===== src/dog_pkg.sv =====
package dog_pkg;
    // Register indices on the plain register port
    localparam logic [3:0] ADDR_WATCHDOG_CONTROL = 4'h0;
    localparam logic [3:0] ADDR_SYSTEM_CONTROL = 4'h1;
    localparam logic [3:0] ADDR_STATUS = 4'h2;
    localparam logic [3:0] ADDR_PORTA_WAKE_ENABLE = 4'h3;
    localparam logic [3:0] ADDR_INT_CONTROL = 4'h4;
    // watchdog_control fields and reset value
    localparam int KEY_MSB = 7;
    localparam int KEY_LSB = 3;
    localparam int SEL_MSB = 2;
    localparam int SEL_LSB = 0;
    localparam logic [4:0] KEY_DISABLE = 5'h15;
    localparam logic [4:0] KEY_ENABLE = 5'h0A;
    localparam logic [7:0] WATCHDOG_CONTROL_RST = 8'h53;
    // system_control fields
    localparam int IDLE_KEEP_BIT = 7;
    localparam int LVR_FLAG_BIT = 2;
    localparam int LV_FAULT_BIT = 1;
    localparam int DOG_FAULT_BIT = 0;
    localparam logic [7:0] SYSTEM_CONTROL_MASK = 8'h87;
    // status fields
    localparam int PD_BIT = 0;
    localparam int TO_BIT = 1;
    localparam int SLEEP_BIT = 2;
    // Counter and delay
    localparam int DOG_CNT_W = 19;
    localparam int SRESET_CYCLES = 16;
    typedef enum logic [1:0] {
        PWR_RUN = 2'b00,
        PWR_DOWN = 2'b01,
        PWR_WAKE = 2'b11
    } pwr_state_type;
endpackage : dog_pkg


===== src/dog_counter.sv =====
`timescale 1ns/10ps
`default_nettype none
module dog_counter
    import dog_pkg::*;
#(
    parameter int CNT_W = DOG_CNT_W
) (
    // Clock and reset
    input wire logic sys_clk_i,
    input wire logic srst_i,
    // Control
    input wire logic run_i,
    input wire logic clear_i,
    input wire logic [2:0] sel_i,
    // Status
    output logic overflow_o,
    output logic [CNT_W-1:0] count_o
);
    logic [CNT_W-1:0] cnt_r;
    logic [CNT_W-1:0] cnt_nxt;
    logic [CNT_W-1:0] limit;
    logic [4:0] expo;

    // Period exponents 8,10,12,14,15,16,17,18
    assign expo = (sel_i == 3'h0) ? 5'h08 :
                  (sel_i == 3'h1) ? 5'h0A :
                  (sel_i == 3'h2) ? 5'h0C :
                  (sel_i == 3'h3) ? 5'h0E : 5'(5'h0B + 5'(sel_i));
    assign limit = CNT_W'(1) << expo;
    assign overflow_o = run_i && !clear_i && (cnt_r == limit - CNT_W'(1));
    assign cnt_nxt = (clear_i || overflow_o) ? '0 : (run_i ? cnt_r + CNT_W'(1) : cnt_r);
    assign count_o = cnt_r;

    always_ff @(posedge sys_clk_i) begin
        if (srst_i) begin
            cnt_r <= '0;
        end else begin
            cnt_r <= cnt_nxt;
        end
    end
endmodule : dog_counter
`default_nettype wire


===== src/edge_wake.sv =====
`timescale 1ns/10ps
`default_nettype none
module edge_wake #(
    parameter int PINS = 8
) (
    // Clock and reset
    input wire logic sys_clk_i,
    input wire logic srst_i,
    // Pins and enables
    input wire logic [PINS-1:0] pin_i,
    input wire logic [PINS-1:0] enable_i,
    // Result
    output logic fall_o
);
    logic [PINS-1:0] prev_r;
    logic [PINS-1:0] fell;

    genvar g;
    generate
        for (g = 0; g < PINS; g++) begin : g_pin
            // Reset to high so a pin low at reset reads as a falling edge in the first cycle after reset
            always_ff @(posedge sys_clk_i) begin
                if (srst_i) begin
                    prev_r[g] <= 1'b1;
                end else begin
                    prev_r[g] <= pin_i[g];
                end
            end
            assign fell[g] = prev_r[g] && !pin_i[g] && enable_i[g];
        end
    endgenerate
    assign fall_o = |fell;
endmodule : edge_wake
`default_nettype wire


===== src/watchdog_and_wakeup.sv =====
// Added by the designer: the register offsets and the address-and-strobe port.
`timescale 1ns/10ps
`default_nettype none
module watchdog_and_wakeup
    import dog_pkg::*;
#(
    parameter int PINS = 8,
    parameter int SRESET_DELAY = SRESET_CYCLES
) (
    // Clock and reset; clock is the low-speed source clock
    input wire logic sys_clk_i,
    input wire logic srst_i,
    // Register port
    input wire logic [3:0] addr_i,
    input wire logic [7:0] wdata_i,
    input wire logic wr_i,
    input wire logic rd_i,
    output logic [7:0] rdata_o,
    // CPU core
    input wire logic stop_i,
    input wire logic dog_clear_i,
    input wire logic int_req_i,
    input wire logic int_enabled_i,
    input wire logic stack_full_i,
    // Port A
    input wire logic [PINS-1:0] porta_i,
    // Results
    output logic sleeping_o,
    output logic wake_o,
    output logic wake_vector_o,
    output logic wake_resume_o,
    output logic core_reset_o,
    output logic pc_sp_reset_o
);
    pwr_state_type state_r;
    pwr_state_type state_nxt;
    logic [7:0] wdc_r;
    logic [PINS-1:0] porta_wake_enable_r;
    logic idle_sysclk_keep_r;
    logic lowvolt_reset_flag_r;
    logic lowvolt_ctrl_fault_flag_r;
    logic dog_ctrl_fault_flag_r;
    logic powerdown_flag_r;
    logic timeout_flag_r;
    logic int_armed_r;
    logic [7:0] rdata_r;
    logic [7:0] srst_cnt_r;
    logic pending_r;
    logic core_reset_r;
    logic pc_sp_reset_r;
    logic wake_r;
    logic vector_r;
    logic resume_r;

    logic [4:0] key;
    logic dog_run;
    logic key_bad;
    logic overflow;
    logic port_fall;
    logic asleep;
    logic int_wake;
    logic int_vec;
    logic wake_any;
    logic cnt_clear;
    logic wr_wdc;
    logic wr_sys;
    logic wr_porta_wake_enable;
    logic sreset_fire;
    logic [7:0] sys_rd;
    logic [7:0] status_rd;
    logic [7:0] porta_wake_enable_rd;
    logic [7:0] rd_mux;

    assign key = wdc_r[KEY_MSB:KEY_LSB];
    assign dog_run = (key == KEY_ENABLE);
    assign key_bad = (key != KEY_ENABLE) && (key != KEY_DISABLE);
    assign asleep = (state_r == PWR_DOWN);
    // Only a request raised after entry counts
    assign int_wake = asleep && int_req_i && int_armed_r;
    // Masked or stack-full interrupt resumes instead; the core keeps it pending
    assign int_vec = int_wake && int_enabled_i && !stack_full_i;
    assign wake_any = asleep && (port_fall || int_wake || overflow);
    assign sreset_fire = pending_r && (srst_cnt_r == 8'(SRESET_DELAY - 1));
    assign cnt_clear = dog_clear_i || stop_i || sreset_fire;
    assign wr_wdc = wr_i && (addr_i == ADDR_WATCHDOG_CONTROL);
    assign wr_sys = wr_i && (addr_i == ADDR_SYSTEM_CONTROL);
    assign wr_porta_wake_enable = wr_i && (addr_i == ADDR_PORTA_WAKE_ENABLE);
    assign sys_rd = {idle_sysclk_keep_r, 4'h0, lowvolt_reset_flag_r,
                     lowvolt_ctrl_fault_flag_r, dog_ctrl_fault_flag_r} & SYSTEM_CONTROL_MASK;
    assign status_rd = {5'h00, asleep, timeout_flag_r, powerdown_flag_r};
    assign porta_wake_enable_rd = 8'(porta_wake_enable_r);
    // Unmapped indices read zero so software sees no stale bus value
    assign rd_mux = (addr_i == ADDR_WATCHDOG_CONTROL) ? wdc_r :
                    (addr_i == ADDR_SYSTEM_CONTROL) ? sys_rd :
                    (addr_i == ADDR_STATUS) ? status_rd :
                    (addr_i == ADDR_PORTA_WAKE_ENABLE) ? porta_wake_enable_rd : 8'h00;

    dog_counter #(
        .CNT_W(DOG_CNT_W)
    ) u_counter (
        .sys_clk_i(sys_clk_i),
        .srst_i(srst_i),
        .run_i(dog_run),
        .clear_i(cnt_clear),
        .sel_i(wdc_r[SEL_MSB:SEL_LSB]),
        .overflow_o(overflow),
        .count_o()
    );

    edge_wake #(
        .PINS(PINS)
    ) u_edge (
        .sys_clk_i(sys_clk_i),
        .srst_i(srst_i),
        .pin_i(porta_i),
        .enable_i(porta_wake_enable_r),
        .fall_o(port_fall)
    );

    always_comb begin
        state_nxt = state_r;
        case (state_r)
            PWR_RUN: begin
                if (stop_i) begin
                    state_nxt = PWR_DOWN;
                end
            end
            PWR_DOWN: begin
                if (wake_any) begin
                    state_nxt = PWR_WAKE;
                end
            end
            PWR_WAKE: state_nxt = PWR_RUN;
            default: state_nxt = PWR_RUN;
        endcase
    end

    always_ff @(posedge sys_clk_i) begin
        if (srst_i) begin
            state_r <= PWR_RUN;
            int_armed_r <= 1'b0;
        end else begin
            state_r <= state_nxt;
            // Disarm if the request is already up at entry
            int_armed_r <= asleep ? (int_armed_r || !int_req_i) : !(stop_i && int_req_i);
        end
    end

    // Wake pulses, one cycle after the cause; exactly one kind per wake
    always_ff @(posedge sys_clk_i) begin
        if (srst_i) begin
            wake_r <= 1'b0;
            vector_r <= 1'b0;
            resume_r <= 1'b0;
        end else begin
            wake_r <= wake_any;
            vector_r <= int_vec;
            resume_r <= wake_any && !int_vec;
        end
    end

    // Watchdog control register
    always_ff @(posedge sys_clk_i) begin
        if (srst_i) begin
            wdc_r <= WATCHDOG_CONTROL_RST;
        end else if (wr_wdc) begin
            wdc_r <= wdata_i;
        end
    end

    // Port wake enables, one per pin
    always_ff @(posedge sys_clk_i) begin
        if (srst_i) begin
            porta_wake_enable_r <= '0;
        end else if (wr_porta_wake_enable) begin
            porta_wake_enable_r <= wdata_i[PINS-1:0];
        end
    end

    // Low-voltage flags: writing zero clears, writing one keeps
    always_ff @(posedge sys_clk_i) begin
        if (srst_i) begin
            idle_sysclk_keep_r <= 1'b0;
            lowvolt_reset_flag_r <= 1'b0;
            lowvolt_ctrl_fault_flag_r <= 1'b0;
        end else if (wr_sys) begin
            idle_sysclk_keep_r <= wdata_i[IDLE_KEEP_BIT];
            lowvolt_reset_flag_r <= lowvolt_reset_flag_r & wdata_i[LVR_FLAG_BIT];
            lowvolt_ctrl_fault_flag_r <= lowvolt_ctrl_fault_flag_r & wdata_i[LV_FAULT_BIT];
        end
    end

    // Read data stand one cycle only, zero otherwise
    always_ff @(posedge sys_clk_i) begin
        if (srst_i) begin
            rdata_r <= 8'h00;
        end else begin
            rdata_r <= rd_i ? rd_mux : 8'h00;
        end
    end

    // Fault flag survives the reset it causes; set beats clear
    always_ff @(posedge sys_clk_i) begin
        if (srst_i) begin
            dog_ctrl_fault_flag_r <= 1'b0;
        end else if (sreset_fire) begin
            dog_ctrl_fault_flag_r <= 1'b1;
        end else if (wr_sys && !wdata_i[DOG_FAULT_BIT]) begin
            dog_ctrl_fault_flag_r <= 1'b0;
        end
    end

    // Delayed software reset on a bad key
    always_ff @(posedge sys_clk_i) begin
        if (srst_i) begin
            pending_r <= 1'b0;
            srst_cnt_r <= 8'h00;
        end else if (sreset_fire || !key_bad) begin
            pending_r <= 1'b0;
            srst_cnt_r <= 8'h00;
        end else begin
            pending_r <= 1'b1;
            srst_cnt_r <= pending_r ? srst_cnt_r + 8'h01 : 8'h00;
        end
    end

    // Power-down flag survives watchdog resets; set beats clear
    always_ff @(posedge sys_clk_i) begin
        if (srst_i) begin
            powerdown_flag_r <= 1'b0;
        end else if (stop_i && state_r == PWR_RUN) begin
            powerdown_flag_r <= 1'b1;
        end else if (dog_clear_i) begin
            powerdown_flag_r <= 1'b0;
        end
    end

    // Time-out flag survives watchdog resets; a clear in the same cycle suppresses the overflow
    always_ff @(posedge sys_clk_i) begin
        if (srst_i) begin
            timeout_flag_r <= 1'b0;
        end else if (overflow) begin
            timeout_flag_r <= 1'b1;
        end else if (stop_i || dog_clear_i) begin
            timeout_flag_r <= 1'b0;
        end
    end

    // Full reset; not fed back, the system reset tree owns it
    always_ff @(posedge sys_clk_i) begin
        if (srst_i) begin
            core_reset_r <= 1'b0;
        end else begin
            core_reset_r <= sreset_fire || (overflow && !asleep);
        end
    end

    // Asleep overflow only restarts program counter and stack
    always_ff @(posedge sys_clk_i) begin
        if (srst_i) begin
            pc_sp_reset_r <= 1'b0;
        end else begin
            pc_sp_reset_r <= overflow && asleep;
        end
    end

    assign rdata_o = rdata_r;
    assign sleeping_o = asleep;
    assign wake_o = wake_r;
    assign wake_vector_o = vector_r;
    assign wake_resume_o = resume_r;
    assign core_reset_o = core_reset_r;
    assign pc_sp_reset_o = pc_sp_reset_r;
endmodule : watchdog_and_wakeup
`default_nettype wire


===== config.mk =====
export PLATFORM = sky130hd
export DESIGN_NAME = watchdog_and_wakeup
export DESIGN_NICKNAME = d
export VERILOG_FILES = /design/src/dog_pkg.sv /design/src/dog_counter.sv /design/src/edge_wake.sv /design/src/watchdog_and_wakeup.sv
export SDC_FILE = /design/constraint.sdc
export NUM_CORES = 1
export LEC_CHECK = 0
export ABC_AREA = 1
export BUFFER_PORTS_ARGS = -buffer_cell sky130_fd_sc_hd__buf_2
export CELL_PAD_IN_SITES_DETAIL_PLACEMENT = 0
export CELL_PAD_IN_SITES_GLOBAL_PLACEMENT = 1
export CORE_ASPECT_RATIO = 1.25
export CORE_MARGIN = 2
export CORE_UTILIZATION = 30
export CTS_CLUSTER_DIAMETER = 40
export DETAILED_ROUTE_END_ITERATION = 10
export PLACE_DENSITY = 0.69
export SLEW_MARGIN = 20
export SYNTH_ARGS = -nofsm -noshare
export SYNTH_HDL_FRONTEND = slang
export SYNTH_SLANG_ARGS = --single-unit

===== constraint.sdc =====
create_clock -name sys_clk_i -period 5.5 [get_ports sys_clk_i]
set_input_delay 0.275 -clock sys_clk_i [delete_from_list [all_inputs] [get_ports sys_clk_i]]
set_output_delay 0.275 -clock sys_clk_i [all_outputs]
set_load 0.005 [all_outputs]

---- Word level (Yosys, flattened, before mapping) ----
Cells that the tools add are included.
word-level totals
  output and inout port bits .............. 14
  bits in registers ....................... 74
cells by class
  add/sub/neg operators ................... 4
  muxes and demuxes ....................... 19
  reduce and logical (&&, ||, !) cells .... 69
  eq/ne operators ......................... 14
  bitwise operators ....................... 4
  shifts and indexed selects .............. 1
operators with widths
  cell                   count
  $logic_and 1x1->1      34
  $mux 8                 4
  $mux 5                 4
  $add 19x1->19 const B  1
  $eq 19x19->1           1
  $shl 1x5->19 const A   1
  $sub 19x1->19 const B  1
  $logic_not 1->1        16
  $add 8x1->8 const B    1
  $eq 4x2->1 const B     2
  $eq 8x4->1 const B     1
  $logic_or 1x1->1       8
  $mux 1                 8
  $reduce_or 8->1        1
  $eq 3x2->1 const B     2
  $reduce_bool 2->1      3
  $add 4x3->5 const A    1
  $eq 5x4->1 const B     1
  $ne 5x4->1 const B     1
  $ne 5x5->1 const B     1
  $eq 4x1->1 const B     1
  $logic_not 4->1        1
  $mux 2                 2
  $pmux 2 s2             1
  other kinds (11)       14

---- Logic depth before layout (Yosys ltp) ----
  depth in word-level cells ............... 13
  mapped depth ............................ 19
  depth with buffers taken out ............ 18

---- By module ----
A second synthesis with hierarchy kept.
unflattened totals
  cells, all modules ...................... 549
  area total of the unflattened synthesis .. 3812.4 um^2
by module, submodules not included
  module               cells an instance  area each (um^2)  seq. area each (um^2)  times used
  watchdog_and_wakeup  268                1950.6            940.9                  1
  dog_counter          241                1566.5            380.4                  1
  edge_wake            40                 295.3             160.2                  1

---- Least setup slack after synthesis ----
No wires, ideal clock.
  kind .................................... register to register
  from .................................... reg wdc_r[0]
  to ...................................... reg u_counter.cnt_r[11] (netlist: u_counter.count_o[11])
  path slack .............................. 3.148 ns
  path buffers ............................ 1
  cell stages (with the launch flop) ...... 20
  arrival time ............................ 2.235 ns
  cell sequence ........................... dfxtp_1 inv_1 ha_1 inv_1 ha_1 inv_1 nand3_1 nand2_2 inv_1 nor2_1 o21ai_2 nand2_1 nand2_1 nand2_1 nand3_1 nor2_2 nand3_2 nand2_4 buf_12 nor2_2
between the ends
  longest elaborated chain between the ends .. 11
ends and longest elaborated chain
  element                                    RTL line                    source
  start, declared                            watchdog_and_wakeup.sv:37   logic [7:0] wdc_r;
  start signal, assigned                     watchdog_and_wakeup.sv:167  wdc_r <= wdata_i;
  $add 4x3->5 or $eq 3x2->1 (tied branches)  dog_counter.sv:28           (sel_i == 3'h3) ? 5'h0E : 5'(5'h0B + 5'(sel_i));
  $mux 5                                     dog_counter.sv:28
  $mux 5                                     dog_counter.sv:27           (sel_i == 3'h2) ? 5'h0C :
  $mux 5                                     dog_counter.sv:26           (sel_i == 3'h1) ? 5'h0A :
  $mux 5 (*)                                 dog_counter.sv:25           assign expo = (sel_i == 3'h0) ? 5'h08 :
  $shl 1x5->19 (*)                           dog_counter.sv:29           assign limit = CNT_W'(1) << expo;
  $sub 19x1->19 (*)                          dog_counter.sv:30           assign overflow_o = run_i && !clear_i && (cnt_r == limit - CNT_W'(1));
  $eq 19x19->1 (*)                           dog_counter.sv:30
  $logic_and 1x1->1 (*)                      dog_counter.sv:30
  $logic_or 1x1->1 (*)                       dog_counter.sv:31           assign cnt_nxt = (clear_i || overflow_o) ? '0 : (run_i ? cnt_r + CNT_W'(1) : cnt_r);
  $reduce_or 2->1 (no line) (*)              --
  end signal, assigned                       dog_counter.sv:38           cnt_r <= cnt_nxt;
  end, declared                              dog_counter.sv:19           logic [CNT_W-1:0] cnt_r;
Mark *: on every way between the ends. The rest lies on a longest branch, timed or not.
A chain may end at the register's enable or synchronous reset.

---- Worst setup path in the final report ----
  from .................................... reg wdc_r[0]
  to ...................................... reg u_counter.cnt_r[5] (netlist: u_counter.count_o[5])
The elaborated chain is that of the path after synthesis.

==> metrics.txt <==
CP max stage cell=dfxtp_1; Core ar.=11500 µm²; CTS Root Buffer Type=clkbuf_16; Req. time, crit path=5.70 ns; Setup TNS Final=0 ns; vias in the first global route=3021; hold_buf cts=0; TritonCTS clock tree=yes; Synth top area share=0.424; status=finished, final reports clean; Setup Viol. Count Final=0; drt initial violations=109; initial antenna violation count=0; Fill cells=1207; WP buf/inv=4; most common library cell in the layout ignoring fill and taps=nand2_1; leading area contributor after synthesis=dfxtp_1; most frequent cells in the layout=nand2_1, dfxtp_1, inv_1; Worst-path clk slew=0.06 ns; Final WS setup=2.80 ns; Post-Syn Area=3490 µm²; Setup Fix Bufs, Post-CTS=0; WS Path Type=reg2reg; Buffers on Ports=42; CP Capture Type=flip-flop; first-pass GRT wire length=14000 µm; dominant cells by area after synthesis=dfxtp_1, nand2_1, inv_1; Cell Rows=44; crit path time final=2.70 ns; maximum VDD drop=185 µV; synthesized instance count=467; share of layout cells above drive strength 1=0.175; WHS=0.118 ns; CP cell instances=inv_1 > ha_1 > inv_1 > ha_1 > inv_1 > nand3_1 > nand2_2 > inv_1 > nor2_1 > o21ai_2 > nand2_1 > nand2_1 > nand2_1 > nand3_1 > nor2_2 > nand3_2 > nand2_4 > a21oi_1; Most common cell on crit path=inv_1; Seq/Total Area, Yosys=0.424; Setup crit start kind=flip-flop; TritonCTS Buffers=9; Worst-Skew Late Latency=0.33 ns; Static Leak=0.00171 µW; HPWL Detailed=6240 µm; worst path arrival time=2.91 ns; Slew Limit Fails=0; post-synthesis net count=505; max cap viols=0; Clock H-tree levels=3; Final Hold Viols=0; Synth Area per Inst=7.48 µm²; Max clock buf depth=2; FFs w/ async S/R, synth=0; pin count of the biggest net entering global routing=21; HP Class=in2reg; FF+latch count, synth=74; Synth cell types=37; critical path's largest stage delay=0.39 ns; vias=3038; Power Density=291 nW/µm²; wire per inst=12.3 µm; Critical Path Fanout Max=19; wirelength, routed=8080 µm; io pins=43; Ys Warns=0; Max Fclk=370 MHz; EDFF count, synth=0; Setup Skew=0.00872 ns; # DRC=0; P_sw=282 µW; Reg power frac=0.457; pre-CTS setup slack=2.83 ns; most common flop cell mapped by yosys=dfxtp_1; area delta synth->final=18.3%; total design power=1200 µW; switching share of power=0.235; fin crit share=0.491; gr ovfl total=0; Initial Utilization=0.304; ANT nets after route=0; RSZ-0062 raised after global routing=no; post_cts resized=0; drt pass-1 iters=4; Final #Nets=552; die area=12500 µm²; CP delay by family, top=simple AND/OR/NAND/NOR gates; die height=125 µm; Inserted Diodes=0; routability cong.=0.901; internal power=921 µW; combinational share of power=0.056; worst slew pin tran=0.669 ns; Die Width=101 µm; via/cell ratio=4.62; GRT Overall Usage=0.142; CTS Sinks=74; Clock Power Share=0.487; relative slew slack=0.548
-- routing by layer --
| metal | wire length, µm | up-vias | global-route usage | part of all wire |
|---|---|---|---|---|
| li1 | - | 1598 | - | - |
| met1 | 3530 | 1376 | 0.165 | 0.44 |
| met2 | 4100 | 49 | 0.248 | 0.51 |
| met3 | 269 | 15 | 0.0303 | 0.033 |
| met4 | 187 | 0 | 0.0564 | 0.023 |
| met5 | 0 | - | 0 | 0 |
-- synthesized netlist by cell type, types with 4 or more instances --
master / instances
xnor2_1: 7
nand4_1: 11
nor2_1: 52
dfxtp_1: 74
ha_1: 9
inv_1: 62
nand3_1: 27
a21oi_1: 31
xor2_1: 16
o21ai_0: 16
or2_2: 4
nor3_1: 9
nand2_1: 92
nor2_2: 16
-- power groups by stage --
| stage | clock network (µW) | logic, µW | registers, µW |
|---|---|---|---|
| after floorplan | 0 | 43.3 | 561 |
| after global placement | 0 | 67.8 | 562 |
| after detailed placement | 0 | 67.8 | 562 |
| after CTS | 606 | 68.1 | 550 |
| after global routing | 625 | 77.5 | 551 |
| final | 586 | 66.9 | 550 |
-- cell families after synthesis --
logic type / after synthesis / synth area share
xor+xnor: 23 / 0.0576
fa+ha+maj: 9 / 0.0322
flops: 74 / 0.424
buf+inv: 71 / 0.0816
compound gates: 65 / 0.108
simple gates: 225 / 0.296
-- state kept, by name, summed over array words and instances, names as in the netlist --
name and count:
core_reset_o 1, dog_ctrl_fault_flag_r 1, idle_sysclk_keep_r 1, int_armed_r 1
lowvolt_ctrl_fault_flag_r 1, lowvolt_reset_flag_r 1, pc_sp_reset_o 1, pending_r 1
porta_wake_enable_r 8, powerdown_flag_r 1, rdata_o 8, srst_cnt_r 8
state_r 2, timeout_flag_r 1, u_counter.count_o 19, u_edge.prev_r 8
wake_o 1, wake_resume_o 1, wake_vector_o 1, wdc_r 8
-- stage by stage --
| stage | utilization | instance area [µm²] | cells |
|---|---|---|---|
| 2_1_floorplan | - | 3490 | 467 |
| 3_3_place_gp | 0.334 | 3840 | 641 |
| 3_5_place_dp | 0.334 | 3840 | 641 |
| 4_1_cts | 0.359 | 4140 | 657 |
| 5_1_grt | 0.359 | 4140 | 657 |
| 6_report | 0.359 | 4140 | 657 |
-- path summary, 6_finish.rpt --
kind	end	from	slack, ns	depth (start not counted)
setup / recovery	u_counter.count_o[5]	wdc_r[0]	2.80	18
hold / removal	wake_vector_o	stack_full_i	0.12	2
setup reg to reg	u_counter.count_o[5]	wdc_r[0]	2.80	18
hold reg to reg	srst_cnt_r[0]	srst_cnt_r[0]	0.45	1
-- worst register-to-register path, delay by kind of cell, from the launching register on --
kind,cells,cell delay [ns]
buffers and inverters,4,0.35
flip-flops,1,0.39
adder cells (fa/ha/maj),2,0.44
AND/OR/NAND/NOR,10,1.23
AO/OA/AOI/OAI,2,0.19
-- cell type report --
| type | count | area, µm² | share of cell area |
|---|---|---|---|
| inverter | 65 | 246 | 0.0596 |
| tap | 138 | 173 | 0.0418 |
| sequential | 74 | 1480 | 0.358 |
| clock inverter | 6 | 67.6 | 0.0163 |
| clock buffer | 10 | 229 | 0.0554 |
| multi-input combinational | 322 | 1730 | 0.418 |
| timing repair buffer | 42 | 210 | 0.0508 |
Note: power is estimated with default switching activity, not from simulation.
